### config.mk
export PLATFORM = sky130hd
export DESIGN_NAME = usbcp_ctrl
export DESIGN_NICKNAME = d
export VERILOG_FILES = /design/src/usbcp_pkg.sv /design/src/usbcp_pinif.sv /design/src/usbcp_axil.sv /design/src/usbcp_ctrl.sv
export VERILOG_INCLUDE_DIRS = /design/src
export SDC_FILE = /design/constraint.sdc
export NUM_CORES = 1
export LEC_CHECK = 0
export ABC_AREA = 1
export BUFFER_PORTS_ARGS = -buffer_cell sky130_fd_sc_hd__buf_2
export CORE_ASPECT_RATIO = 1.5
export CORE_MARGIN = 4
export CORE_UTILIZATION = 55
export DETAILED_ROUTE_END_ITERATION = 8
export GPL_TIMING_DRIVEN = 0
export PLACE_DENSITY = 0.77
export SLEW_MARGIN = 40
export SYNTH_ARGS = -nofsm -noshare
export SYNTH_HDL_FRONTEND = slang
export SYNTH_HIERARCHICAL = 1
export SYNTH_SLANG_ARGS = --single-unit
### constraint.sdc
create_clock -name sys_clk -period 5 [get_ports sys_clk]
set_clock_uncertainty 0.1 [all_clocks]
set_input_delay 0.5 -clock sys_clk [delete_from_list [all_inputs] [get_ports sys_clk]]
set_output_delay 0.5 -clock sys_clk [all_outputs]
set_load 0.02 [all_outputs]
### src/usbcp_cfg.svh
// Constants of the command-port controller
`ifndef USBCP_CFG_SVH
`define USBCP_CFG_SVH
`define USBCP_CMD_SEL 3'h4
`define USBCP_IFCFG_REG 6'h01
`define USBCP_DESC_REG 6'h30
`define USBCP_BUF_REG 6'h31
`define USBCP_SETUP_REG 6'h32
`define USBCP_COUNT_REG 6'h33
`define USBCP_XLO_REG 6'h3A
`define USBCP_XHI_REG 6'h3B
`define USBCP_XVAL_REG 6'h3C
`define USBCP_CHIRP_ADDR 16'hE6FB
`define USBCP_FULL_SPEED 8'h02
`define USBCP_DEFAULT_LEN 16'h0006
`define USBCP_OFF_CMD 8'h00
`define USBCP_OFF_WDATA 8'h04
`define USBCP_OFF_LEN 8'h08
`define USBCP_OFF_XADDR 8'h0C
`define USBCP_OFF_STATUS 8'h10
`define USBCP_OFF_RDATA 8'h14
`define USBCP_CMD_OP_LSB 8
`define USBCP_ST_BUSY 0
`define USBCP_ST_DONE 1
`define USBCP_ST_REFUSED 2
`define USBCP_ST_READY 3
`define USBCP_ST_INT 4
`define USBCP_CLK_NS 10
`define USBCP_GAP_NS 20
`define USBCP_GAP_CYC ((`USBCP_GAP_NS + `USBCP_CLK_NS - 1) / `USBCP_CLK_NS)
`define USBCP_RESP_OKAY 2'h0
`define USBCP_RESP_SLVERR 2'h2
`endif

### src/usbcp_pkg.sv
// Types of the command-port controller
package usbcp_pkg;
  typedef struct packed {
    logic [2:0] fifo_select_address;
    logic [7:0] data_out;
    logic data_oe;
    logic wr_n;
    logic rd_n;
    logic oe_n;
    logic commit_n;
    logic cs_n;
  } usbcp_pins_out_type;
  typedef struct packed {
    logic [7:0] data_in;
    logic ready;
    logic int_n;
  } usbcp_pins_in_type;
  typedef struct packed {
    logic wr;
    logic [7:0] addr;
    logic [31:0] wdata;
    logic [3:0] strb;
  } usbcp_regwr_type;
  typedef enum logic [2:0] {OP_REG_WR, OP_REG_RD, OP_DATA, OP_DESC, OP_XWR, OP_XRD} usbcp_op_type;
  typedef enum logic [1:0] {KIND_NONE, KIND_WR, KIND_RD} usbcp_kind_type;
  typedef struct packed {
    usbcp_kind_type kind;
    logic is_addr;
    logic [7:0] tx_byte;
  } usbcp_step_type;
  typedef enum logic [2:0] {
    PIN_IDLE, PIN_WAIT_RDY, PIN_STROBE, PIN_SETTLE, PIN_WAIT_INT, PIN_OE, PIN_SAMPLE
  } usbcp_pin_state_type;
  typedef enum logic [1:0] {SEQ_IDLE, SEQ_ISSUE, SEQ_WAIT} usbcp_seq_state_type;
  typedef struct packed {
    usbcp_pin_state_type st;
    logic [2:0] cnt;
    logic wr;
    logic rd;
    logic oe;
    logic data_oe;
    logic [7:0] data_out;
    logic [7:0] rdata;
    logic done;
  } usbcp_pin_regs_type;
  typedef struct packed {
    logic aw_ok;
    logic [7:0] aw_addr;
    logic w_ok;
    logic [31:0] w_data;
    logic [3:0] w_strb;
    logic bvalid;
    logic [1:0] bresp;
    logic rvalid;
    logic [31:0] rdata;
    logic [1:0] rresp;
  } usbcp_axil_regs_type;
  typedef struct packed {
    usbcp_seq_state_type st;
    usbcp_op_type op;
    logic [3:0] step;
    logic [5:0] addr;
    logic [7:0] wdata;
    logic [15:0] len;
    logic [15:0] xaddr;
    logic [7:0] rdata;
    logic done;
    logic refused;
  } usbcp_ctrl_regs_type;
endpackage

### src/usbcp_pinif.sv
// Pin driver that moves one command byte over the device pins
`timescale 1ns/1ps
`default_nettype none
`include "usbcp_cfg.svh"
module usbcp_pinif (
  input wire logic sys_clk,
  input wire logic rst_n,
  input wire logic req_valid,
  input wire logic req_read,
  input wire logic [7:0] req_byte,
  output logic req_ready,
  output logic done,
  output logic [7:0] rdata,
  input wire usbcp_pkg::usbcp_pins_in_type pins_in,
  output usbcp_pkg::usbcp_pins_out_type pins_out
);
  usbcp_pkg::usbcp_pin_regs_type s;
  usbcp_pkg::usbcp_pin_regs_type next_s;

  always_comb
  begin
    next_s = s;
    next_s.done = 1'b0;
    next_s.wr = 1'b0;
    next_s.rd = 1'b0;
    case (s.st)
      usbcp_pkg::PIN_IDLE:
        if (req_valid)
        begin
          next_s.data_out = req_byte;
          next_s.data_oe = !req_read;
          next_s.st = req_read ? usbcp_pkg::PIN_WAIT_INT : usbcp_pkg::PIN_WAIT_RDY;
        end
      usbcp_pkg::PIN_WAIT_RDY:
        if (pins_in.ready)
        begin
          next_s.wr = 1'b1;
          next_s.st = usbcp_pkg::PIN_STROBE;
        end
      usbcp_pkg::PIN_STROBE:
      begin
        next_s.data_oe = 1'b0;
        next_s.cnt = 3'(`USBCP_GAP_CYC);
        next_s.st = usbcp_pkg::PIN_SETTLE;
      end
      usbcp_pkg::PIN_SETTLE:
        if (s.cnt <= 3'h1)
        begin
          next_s.done = 1'b1;
          next_s.st = usbcp_pkg::PIN_IDLE;
        end
        else
          next_s.cnt = 3'(s.cnt - 3'h1);
      usbcp_pkg::PIN_WAIT_INT:
        if (!pins_in.int_n)
        begin
          next_s.oe = 1'b1;
          next_s.st = usbcp_pkg::PIN_OE;
        end
      usbcp_pkg::PIN_OE:
      begin
        next_s.rd = 1'b1;
        next_s.st = usbcp_pkg::PIN_SAMPLE;
      end
      usbcp_pkg::PIN_SAMPLE:
      begin
        next_s.rdata = pins_in.data_in;
        next_s.oe = 1'b0;
        next_s.cnt = 3'(`USBCP_GAP_CYC);
        next_s.st = usbcp_pkg::PIN_SETTLE;
      end
      default:
        next_s = '0;
    endcase
  end

  always_ff @(posedge sys_clk)
  begin
    if (!rst_n)
      s <= '0;
    else
      s <= next_s;
  end

  assign req_ready = (s.st == usbcp_pkg::PIN_IDLE);
  assign done = s.done;
  assign rdata = s.rdata;
  assign pins_out.fifo_select_address = `USBCP_CMD_SEL;
  assign pins_out.data_out = s.data_out;
  assign pins_out.data_oe = s.data_oe;
  assign pins_out.wr_n = !s.wr;
  assign pins_out.rd_n = !s.rd;
  assign pins_out.oe_n = !s.oe;
  assign pins_out.commit_n = 1'b1;
  assign pins_out.cs_n = 1'b0;
endmodule
`default_nettype wire

### src/usbcp_axil.sv
// AXI4-Lite slave front end for the controller registers
`timescale 1ns/1ps
`default_nettype none
`include "usbcp_cfg.svh"
module usbcp_axil (
  input wire logic sys_clk,
  input wire logic rst_n,
  input wire logic [7:0] awaddr,
  input wire logic awvalid,
  output logic awready,
  input wire logic [31:0] wdata,
  input wire logic [3:0] wstrb,
  input wire logic wvalid,
  output logic wready,
  output logic [1:0] bresp,
  output logic bvalid,
  input wire logic bready,
  input wire logic [7:0] araddr,
  input wire logic arvalid,
  output logic arready,
  output logic [31:0] rdata,
  output logic [1:0] rresp,
  output logic rvalid,
  input wire logic rready,
  output usbcp_pkg::usbcp_regwr_type regwr,
  input wire logic wr_ok,
  input wire logic [31:0] rd_data,
  input wire logic rd_ok
);
  usbcp_pkg::usbcp_axil_regs_type s;
  usbcp_pkg::usbcp_axil_regs_type next_s;

  assign awready = !s.aw_ok;
  assign wready = !s.w_ok;
  assign arready = !s.rvalid;
  assign regwr.wr = s.aw_ok && s.w_ok && !s.bvalid;
  assign regwr.addr = s.aw_addr;
  assign regwr.wdata = s.w_data;
  assign regwr.strb = s.w_strb;

  always_comb
  begin
    next_s = s;
    if (awvalid && !s.aw_ok)
    begin
      next_s.aw_ok = 1'b1;
      next_s.aw_addr = awaddr;
    end
    if (wvalid && !s.w_ok)
    begin
      next_s.w_ok = 1'b1;
      next_s.w_data = wdata;
      next_s.w_strb = wstrb;
    end
    if (s.bvalid && bready)
      next_s.bvalid = 1'b0;
    if (regwr.wr)
    begin
      next_s.aw_ok = 1'b0;
      next_s.w_ok = 1'b0;
      next_s.bvalid = 1'b1;
      next_s.bresp = wr_ok ? `USBCP_RESP_OKAY : `USBCP_RESP_SLVERR;
    end
    if (s.rvalid && rready)
      next_s.rvalid = 1'b0;
    if (arvalid && !s.rvalid)
    begin
      next_s.rvalid = 1'b1;
      next_s.rdata = rd_data;
      next_s.rresp = rd_ok ? `USBCP_RESP_OKAY : `USBCP_RESP_SLVERR;
    end
  end

  always_ff @(posedge sys_clk)
  begin
    if (!rst_n)
      s <= '0;
    else
      s <= next_s;
  end

  assign bvalid = s.bvalid;
  assign bresp = s.bresp;
  assign rvalid = s.rvalid;
  assign rdata = s.rdata;
  assign rresp = s.rresp;
endmodule
`default_nettype wire

### src/usbcp_ctrl.sv
// Command-port controller top: register file, byte sequencer and checks
//
// Contract
// - Start commands only on command select with ready
// - Address byte: bit7 set, bit6 read, six-bit address
// - Data byte: bit7 clear, low nibble carries data
// - Upper nibble first, then lower; device stores byte
// - Descriptor load: one address, length low first
// - Descriptors supplied in fixed documented order
// - Full-speed value to chirp register before download
// - Length six selects default descriptor with IDs
// - Non-zero write to setup register stalls request
// - IN phase: buffer byte writes, then count
// - Commit strobe unused on control endpoint
// - OUT phase: read count, then buffer bytes
// - New setup re-signalled; zero count ends handshake
//
// Our own choice: the AXI4-Lite interface to the registers.
`timescale 1ns/1ps
`default_nettype none
`include "usbcp_cfg.svh"
module usbcp_ctrl (
  input wire logic sys_clk,
  input wire logic rst_n,
  input wire logic [7:0] awaddr,
  input wire logic awvalid,
  output logic awready,
  input wire logic [31:0] wdata,
  input wire logic [3:0] wstrb,
  input wire logic wvalid,
  output logic wready,
  output logic [1:0] bresp,
  output logic bvalid,
  input wire logic bready,
  input wire logic [7:0] araddr,
  input wire logic arvalid,
  output logic arready,
  output logic [31:0] rdata,
  output logic [1:0] rresp,
  output logic rvalid,
  input wire logic rready,
  input wire usbcp_pkg::usbcp_pins_in_type pins_in,
  output usbcp_pkg::usbcp_pins_out_type pins_out
);
  usbcp_pkg::usbcp_ctrl_regs_type s;
  usbcp_pkg::usbcp_ctrl_regs_type next_s;
  usbcp_pkg::usbcp_regwr_type regwr;
  usbcp_pkg::usbcp_step_type step_i;
  logic wr_ok;
  logic rd_ok;
  logic [31:0] rd_data;
  logic pin_valid;
  logic pin_ready;
  logic pin_done;
  logic [7:0] pin_rdata;
  logic idle;
  logic take;
  logic [2:0] cmd_op;

  // Address byte with direction bit
  function automatic usbcp_pkg::usbcp_step_type usbcp_abyte(input logic rd, input logic [5:0] a);
    usbcp_pkg::usbcp_step_type r;
    r.kind = usbcp_pkg::KIND_WR;
    r.is_addr = 1'b1;
    r.tx_byte = {1'b1, rd, a};
    return r;
  endfunction

  // Data byte carrying one nibble
  function automatic usbcp_pkg::usbcp_step_type usbcp_nib(input logic [3:0] n);
    usbcp_pkg::usbcp_step_type r;
    r.kind = usbcp_pkg::KIND_WR;
    r.is_addr = 1'b0;
    r.tx_byte = {4'h0, n};
    return r;
  endfunction

  // Unindexed register address in two indexed writes
  function automatic usbcp_pkg::usbcp_step_type usbcp_xhdr(input logic [3:0] st,
                                                          input logic [15:0] xa);
    usbcp_pkg::usbcp_step_type r;
    case (st)
      4'h0: r = usbcp_abyte(1'b0, `USBCP_XLO_REG);
      4'h1: r = usbcp_nib(xa[7:4]);
      4'h2: r = usbcp_nib(xa[3:0]);
      4'h3: r = usbcp_abyte(1'b0, `USBCP_XHI_REG);
      4'h4: r = usbcp_nib(xa[15:12]);
      default: r = usbcp_nib(xa[11:8]);
    endcase
    return r;
  endfunction

  // Byte to send at a given step of an operation
  function automatic usbcp_pkg::usbcp_step_type usbcp_step(input usbcp_pkg::usbcp_op_type op,
                                                          input logic [3:0] st,
                                                          input logic [5:0] a,
                                                          input logic [7:0] wd,
                                                          input logic [15:0] len,
                                                          input logic [15:0] xa);
    usbcp_pkg::usbcp_step_type r;
    usbcp_pkg::usbcp_step_type rdb;
    r = '{kind: usbcp_pkg::KIND_NONE, is_addr: 1'b0, tx_byte: 8'h00};
    rdb = '{kind: usbcp_pkg::KIND_RD, is_addr: 1'b0, tx_byte: 8'h00};
    case (op)
      // Stall, buffer fill and count commits are plain register writes
      usbcp_pkg::OP_REG_WR:
        case (st)
          4'h0: r = usbcp_abyte(1'b0, a);
          4'h1: r = usbcp_nib(wd[7:4]);
          4'h2: r = usbcp_nib(wd[3:0]);
          default: r = r;
        endcase
      usbcp_pkg::OP_REG_RD:
        case (st)
          4'h0: r = usbcp_abyte(1'b1, a);
          4'h1: r = rdb;
          default: r = r;
        endcase
      // Stream byte with no address, sent in the order software gives
      usbcp_pkg::OP_DATA:
        case (st)
          4'h0: r = usbcp_nib(wd[7:4]);
          4'h1: r = usbcp_nib(wd[3:0]);
          default: r = r;
        endcase
      usbcp_pkg::OP_DESC:
        case (st)
          4'h0: r = usbcp_abyte(1'b0, `USBCP_DESC_REG);
          4'h1: r = usbcp_nib(len[7:4]);
          4'h2: r = usbcp_nib(len[3:0]);
          4'h3: r = usbcp_nib(len[15:12]);
          4'h4: r = usbcp_nib(len[11:8]);
          default: r = r;
        endcase
      usbcp_pkg::OP_XWR:
        if (st < 4'h6)
          r = usbcp_xhdr(st, xa);
        else if (st == 4'h6)
          r = usbcp_abyte(1'b0, `USBCP_XVAL_REG);
        else if (st == 4'h7)
          r = usbcp_nib(wd[7:4]);
        else if (st == 4'h8)
          r = usbcp_nib(wd[3:0]);
      usbcp_pkg::OP_XRD:
        if (st < 4'h6)
          r = usbcp_xhdr(st, xa);
        else if (st == 4'h6)
          r = usbcp_abyte(1'b1, `USBCP_XVAL_REG);
        else if (st == 4'h7)
          r = rdb;
      default: r = r;
    endcase
    return r;
  endfunction

  // Byte-lane merge of a bus write
  function automatic logic [31:0] usbcp_merge(input logic [31:0] old, input logic [31:0] nw,
                                              input logic [3:0] strb);
    logic [31:0] r;
    r = old;
    for (int i = 0; i < 4; i++)
      if (strb[i])
        r[i*8 +: 8] = nw[i*8 +: 8];
    return r;
  endfunction

  usbcp_axil u_axil (
    .sys_clk(sys_clk),
    .rst_n(rst_n),
    .awaddr(awaddr),
    .awvalid(awvalid),
    .awready(awready),
    .wdata(wdata),
    .wstrb(wstrb),
    .wvalid(wvalid),
    .wready(wready),
    .bresp(bresp),
    .bvalid(bvalid),
    .bready(bready),
    .araddr(araddr),
    .arvalid(arvalid),
    .arready(arready),
    .rdata(rdata),
    .rresp(rresp),
    .rvalid(rvalid),
    .rready(rready),
    .regwr(regwr),
    .wr_ok(wr_ok),
    .rd_data(rd_data),
    .rd_ok(rd_ok)
  );

  usbcp_pinif u_pinif (
    .sys_clk(sys_clk),
    .rst_n(rst_n),
    .req_valid(pin_valid),
    .req_read(step_i.kind == usbcp_pkg::KIND_RD),
    .req_byte(step_i.tx_byte),
    .req_ready(pin_ready),
    .done(pin_done),
    .rdata(pin_rdata),
    .pins_in(pins_in),
    .pins_out(pins_out)
  );

  assign step_i = usbcp_step(s.op, s.step, s.addr, s.wdata, s.len, s.xaddr);
  assign idle = (s.st == usbcp_pkg::SEQ_IDLE);
  assign take = pin_valid && pin_ready;
  assign cmd_op = regwr.wdata[`USBCP_CMD_OP_LSB +: 3];
  assign wr_ok = (regwr.addr == `USBCP_OFF_CMD) || (regwr.addr == `USBCP_OFF_WDATA) ||
                 (regwr.addr == `USBCP_OFF_LEN) || (regwr.addr == `USBCP_OFF_XADDR);

  // Register read mux
  always_comb
  begin
    rd_data = 32'h0000_0000;
    rd_ok = 1'b1;
    case (araddr)
      `USBCP_OFF_CMD: rd_data = 32'h0000_0000;
      `USBCP_OFF_WDATA: rd_data = {24'h00_0000, s.wdata};
      `USBCP_OFF_LEN: rd_data = {16'h0000, s.len};
      `USBCP_OFF_XADDR: rd_data = {16'h0000, s.xaddr};
      `USBCP_OFF_STATUS:
      begin
        rd_data[`USBCP_ST_BUSY] = !idle;
        rd_data[`USBCP_ST_DONE] = s.done;
        rd_data[`USBCP_ST_REFUSED] = s.refused;
        rd_data[`USBCP_ST_READY] = pins_in.ready;
        rd_data[`USBCP_ST_INT] = !pins_in.int_n;
      end
      `USBCP_OFF_RDATA: rd_data = {24'h00_0000, s.rdata};
      default: rd_ok = 1'b0;
    endcase
  end

  always_comb
  begin
    next_s = s;
    pin_valid = 1'b0;
    if (regwr.wr)
    begin
      if (!idle)
        next_s.refused = 1'b1;
      else if (regwr.addr == `USBCP_OFF_WDATA)
        next_s.wdata = 8'(usbcp_merge({24'h00_0000, s.wdata}, regwr.wdata, regwr.strb));
      else if (regwr.addr == `USBCP_OFF_LEN)
        next_s.len = 16'(usbcp_merge({16'h0000, s.len}, regwr.wdata, regwr.strb));
      else if (regwr.addr == `USBCP_OFF_XADDR)
        next_s.xaddr = 16'(usbcp_merge({16'h0000, s.xaddr}, regwr.wdata, regwr.strb));
      else if (regwr.addr == `USBCP_OFF_CMD)
      begin
        if (cmd_op <= 3'h5 && regwr.strb[1:0] == 2'h3)
        begin
          next_s.op = usbcp_pkg::usbcp_op_type'(cmd_op);
          next_s.addr = regwr.wdata[5:0];
          next_s.step = 4'h0;
          next_s.done = 1'b0;
          next_s.refused = 1'b0;
          next_s.st = usbcp_pkg::SEQ_ISSUE;
        end
        else
          next_s.refused = 1'b1;
      end
    end
    case (s.st)
      usbcp_pkg::SEQ_IDLE:
        next_s.st = next_s.st;
      usbcp_pkg::SEQ_ISSUE:
        if (step_i.kind == usbcp_pkg::KIND_NONE)
        begin
          next_s.done = 1'b1;
          next_s.st = usbcp_pkg::SEQ_IDLE;
        end
        else
        begin
          pin_valid = 1'b1;
          if (pin_ready)
            next_s.st = usbcp_pkg::SEQ_WAIT;
        end
      usbcp_pkg::SEQ_WAIT:
        if (pin_done)
        begin
          next_s.rdata = pin_rdata;
          next_s.step = 4'(s.step + 4'h1);
          next_s.st = usbcp_pkg::SEQ_ISSUE;
        end
      default:
        next_s.st = usbcp_pkg::SEQ_IDLE;
    endcase
  end

  always_ff @(posedge sys_clk)
  begin
    if (!rst_n)
    begin
      s <= '0;
      s.wdata <= `USBCP_FULL_SPEED;
      s.len <= `USBCP_DEFAULT_LEN;
      s.xaddr <= `USBCP_CHIRP_ADDR;
    end
    else
      s <= next_s;
  end
endmodule
`default_nettype wire

==> flow_metrics.py <==
metrics = {
    "critical_path": {
        "cp-end-kind": "flip-flop",
        "worstPathMaxFanout": 10,
        "cp_top_family": "simple AND/OR/NAND/NOR gates",
        "worst_setup_path_start_kind": "flip-flop",
        "crit_type": "reg -> reg",
        "critical_path_buf_inv_count": 5,
        "crit_path_start": "s[56]$_SDFF_PN0_",
        "reg2reg_slack_ns": 2.28,
        "cp_common_cell": "inv_1",
        "slowest_stage": "dfxtp_1",
        "arrival_ns": 2.94,
        "reg2reg_from": "s[56]$_SDFF_PN0_",
        "critical_path.max_stage_delay_ns": 0.34,
        "crit_chain": "inv_1 -> ha_1 -> nand3_2 -> nand4_2 -> nand2_1 -> nand4_2 -> inv_1 -> nor3_1 -> inv_1 -> nand3_2 -> inv_2 -> nor2_8 -> nand2_2 -> buf_6 -> a21oi_1 -> nor2_1",
        "crit_required_ns": 5.22,
    },
    "power": {
        "combPwrFrac_pct": 22.1,
        "power_density_nw_per_um2": 359,
        "switchingPower_mw": 1.06,
        "p_int_mw": 2.33,
        "max-vdd-ir-drop_mv": 0.290,
        "p_sw_share_pct": 31.3,
        "seqPwrFrac_pct": 40.3,
        "clkPwrFrac_pct": 37.7,
        "p_leak_nw": 4.38,
        "power.total_mw": 3.40,
    },
    "worst_hold_path": {
        "hp-start": "wstrb[1]",
        "hold_path.class": "in -> reg",
    },
    "sta": {
        "slew_viol_final": 0,
        "slew_headroom_pct": 51.4,
        "setup_viol": 0,
        "finalCritPeriodShare_pct": 54.4,
        "fmax_mhz": 368,
        "hold_slack_ns": 0.219,
        "tightest_slew_ns": 0.723,
        "hold_viol_final": 0,
        "min_period_ns": 2.72,
        "setup_tns_ns": 0,
        "rsz0062_at_grt": "false",
    },
    "detailed_routing": {
        "ant_nets": 0,
        "wl_per_cell_um": 14.7,
        "avgViaCountPerCell": 5.12,
        "drt-pass1-iter-count": 5,
        "drt_iter0_markers": 469,
        "drc": 0,
        "totalWireLength_um": 21500,
        "vias": 7453,
    },
    "synthesis": {
        "ys_warn_count": 6,
        "syn_inst": 1111,
        "mappedNetlistArea_um2": 8060,
        "syn_avg_cell_area_um2": 7.26,
    },
    "finish": {
        "final_core_util_pct": 66.6,
        "antenna_cells": 0,
        "fin_cells": 1455,
        "syn_to_final_growth_pct": 17.3,
        "seqCellArea_um2": 3120,
        "drive_above_1_share_pct": 24.9,
        "fillers": 1355,
        "fin_nets": 1325,
        "multi_input_area_um2": 3570,
    },
    "clocking": {
        "cts_setup_buffers": 0,
        "cts_sinks": 156,
        "ctsResizeCount": 0,
        "postCtsHoldBufs": 0,
        "clockBufferDepth": 2,
        "clk_pin_slew_worst_paths_ns": 0.06,
        "root_buffer": "clkbuf_16",
        "numCtsBuffers": 17,
        "cts_tree": "yes",
        "htreeDepth": 4,
        "insertion_delay_ns": 0.43,
    },
    "place": {
        "dp_hpwl_um": 17100,
        "dp_cells": 1423,
        "gp_congestion": 0.990,
        "io_buffers": 101,
    },
    "status": {
        "status": "finished, final reports clean",
    },
    "die": {
        "fp-row-count": 53,
        "die-height_um": 156,
        "initial_core_util_pct": 56.8,
        "dieArea_um2": 16700,
        "die_w_um": 107,
        "core_um2": 14200,
        "ioPinCount": 127,
    },
    "flow_run": {
        "cap_violations": 0,
    },
    "grt": {
        "grt_pass1_vias": 7113,
        "grt_pass1_wl_um": 34600,
        "overflow": 0,
        "grtUsageMet3_pct": 3.71,
        "track_usage_pct": 26.3,
        "antenna_found_initial": 0,
        "met2_usage_pct": 48.7,
        "top_usage_layer": "met2",
        "met1_usage_pct": 28.2,
        "grt_max_degree": 17,
    },
}
==> layout by cell type (no fill, tap or decap), types with 2 or more instances in the layout <==
cell type / count
nor4_1: 2
nand2_4: 4
inv_8: 5
inv_2: 10
buf_2: 120
nor2_2: 20
nand3_2: 3
nor2_4: 3
nand4_2: 2
nand2_1: 146
nor2_8: 2
o31ai_1: 3
clkbuf_16: 17
inv_1: 112
buf_6: 6
a21oi_1: 87
o21ai_1: 7
o221ai_1: 3
ha_1: 6
nor4_4: 2
nor2_1: 159
inv_6: 4
clkbuf_1: 17
nand4_1: 8
o22ai_1: 24
o211ai_2: 8
o21a_1: 2
nand2_2: 8
clkinvlp_4: 2
conb_1: 23
clkinv_1: 2
a211oi_1: 3
dfxtp_1: 156
buf_12: 3
o21ai_0: 113
nor3_1: 5
o211ai_1: 12
buf_4: 87
nand3_1: 55
==> tightest hold or removal path, delay by kind of cell <==
family / cells / cell delay [ns]
buffers and inverters: 1 / 0.07
AND/OR/NAND/NOR: 1 / 0.07
AO/OA/AOI/OAI: 1 / 0.07
==> state kept, by name, summed over array words and instances (netlist names) <==
name	cells
s	65
u_axil/bresp	1
u_axil/bvalid	1
u_axil/rdata	32
u_axil/regwr	26
u_axil/rresp	1
u_axil/rvalid	1
u_axil/s	2
u_pinif/done	1
u_pinif/pins_out	9
u_pinif/rdata	8
u_pinif/s	9
==> routing by layer <==
| metal | up-vias | share of wire [%] |
|---|---|---|
| met5 | - | 0 |
| met4 | 0 | 5.1 |
| met3 | 70 | 5.5 |
| met2 | 266 | 52 |
| met1 | 3324 | 38 |
| li1 | 3793 | - |
==> path summary, 6_finish.rpt <==
path / to / depth (start not counted)
setup reg to reg: u_pinif/pins_out[6]$_SDFFE_PN0P_ / 16
hold reg to reg: u_pinif/pins_out[7]$_SDFFE_PN0P_ / 2
hold / removal: u_axil/regwr[1]$_SDFFE_PN0P_ / 3
setup / recovery: u_pinif/pins_out[6]$_SDFFE_PN0P_ / 16
==> stage by stage <==
stage / cell area, um2 / worst slack (ns)
after floorplan: 8130 / 2.79
after global placement: 8880 / 2.31
after detailed placement: 8880 / 2.29
after CTS: 9460 / 2.28
after global routing: 9460 / 2.08
final: 9460 / 2.28
==> area by class of cell <==
cell class / instances / area share [%]
Buffer: 132 / 10.1
Clock buffer: 18 / 4.54
Sequential cell: 156 / 33.0
Multi-Input combinational cell: 716 / 37.8
Inverter: 126 / 5.16
Timing Repair Buffer: 101 / 5.34
Tap cell: 192 / 2.54
Clock inverter: 14 / 1.59
==> power by group through the flow <==
stage               Sequential, mW  Combinational (mW)  Clock, mW
floorplan                     1.39               0.583          0
global placement              1.40               0.740          0
detailed placement            1.40               0.753          0
CTS                           1.37               0.754       1.29
global route                  1.38               0.831       1.35
finish                        1.37               0.749       1.28
(Power assumes the default switching activity.)
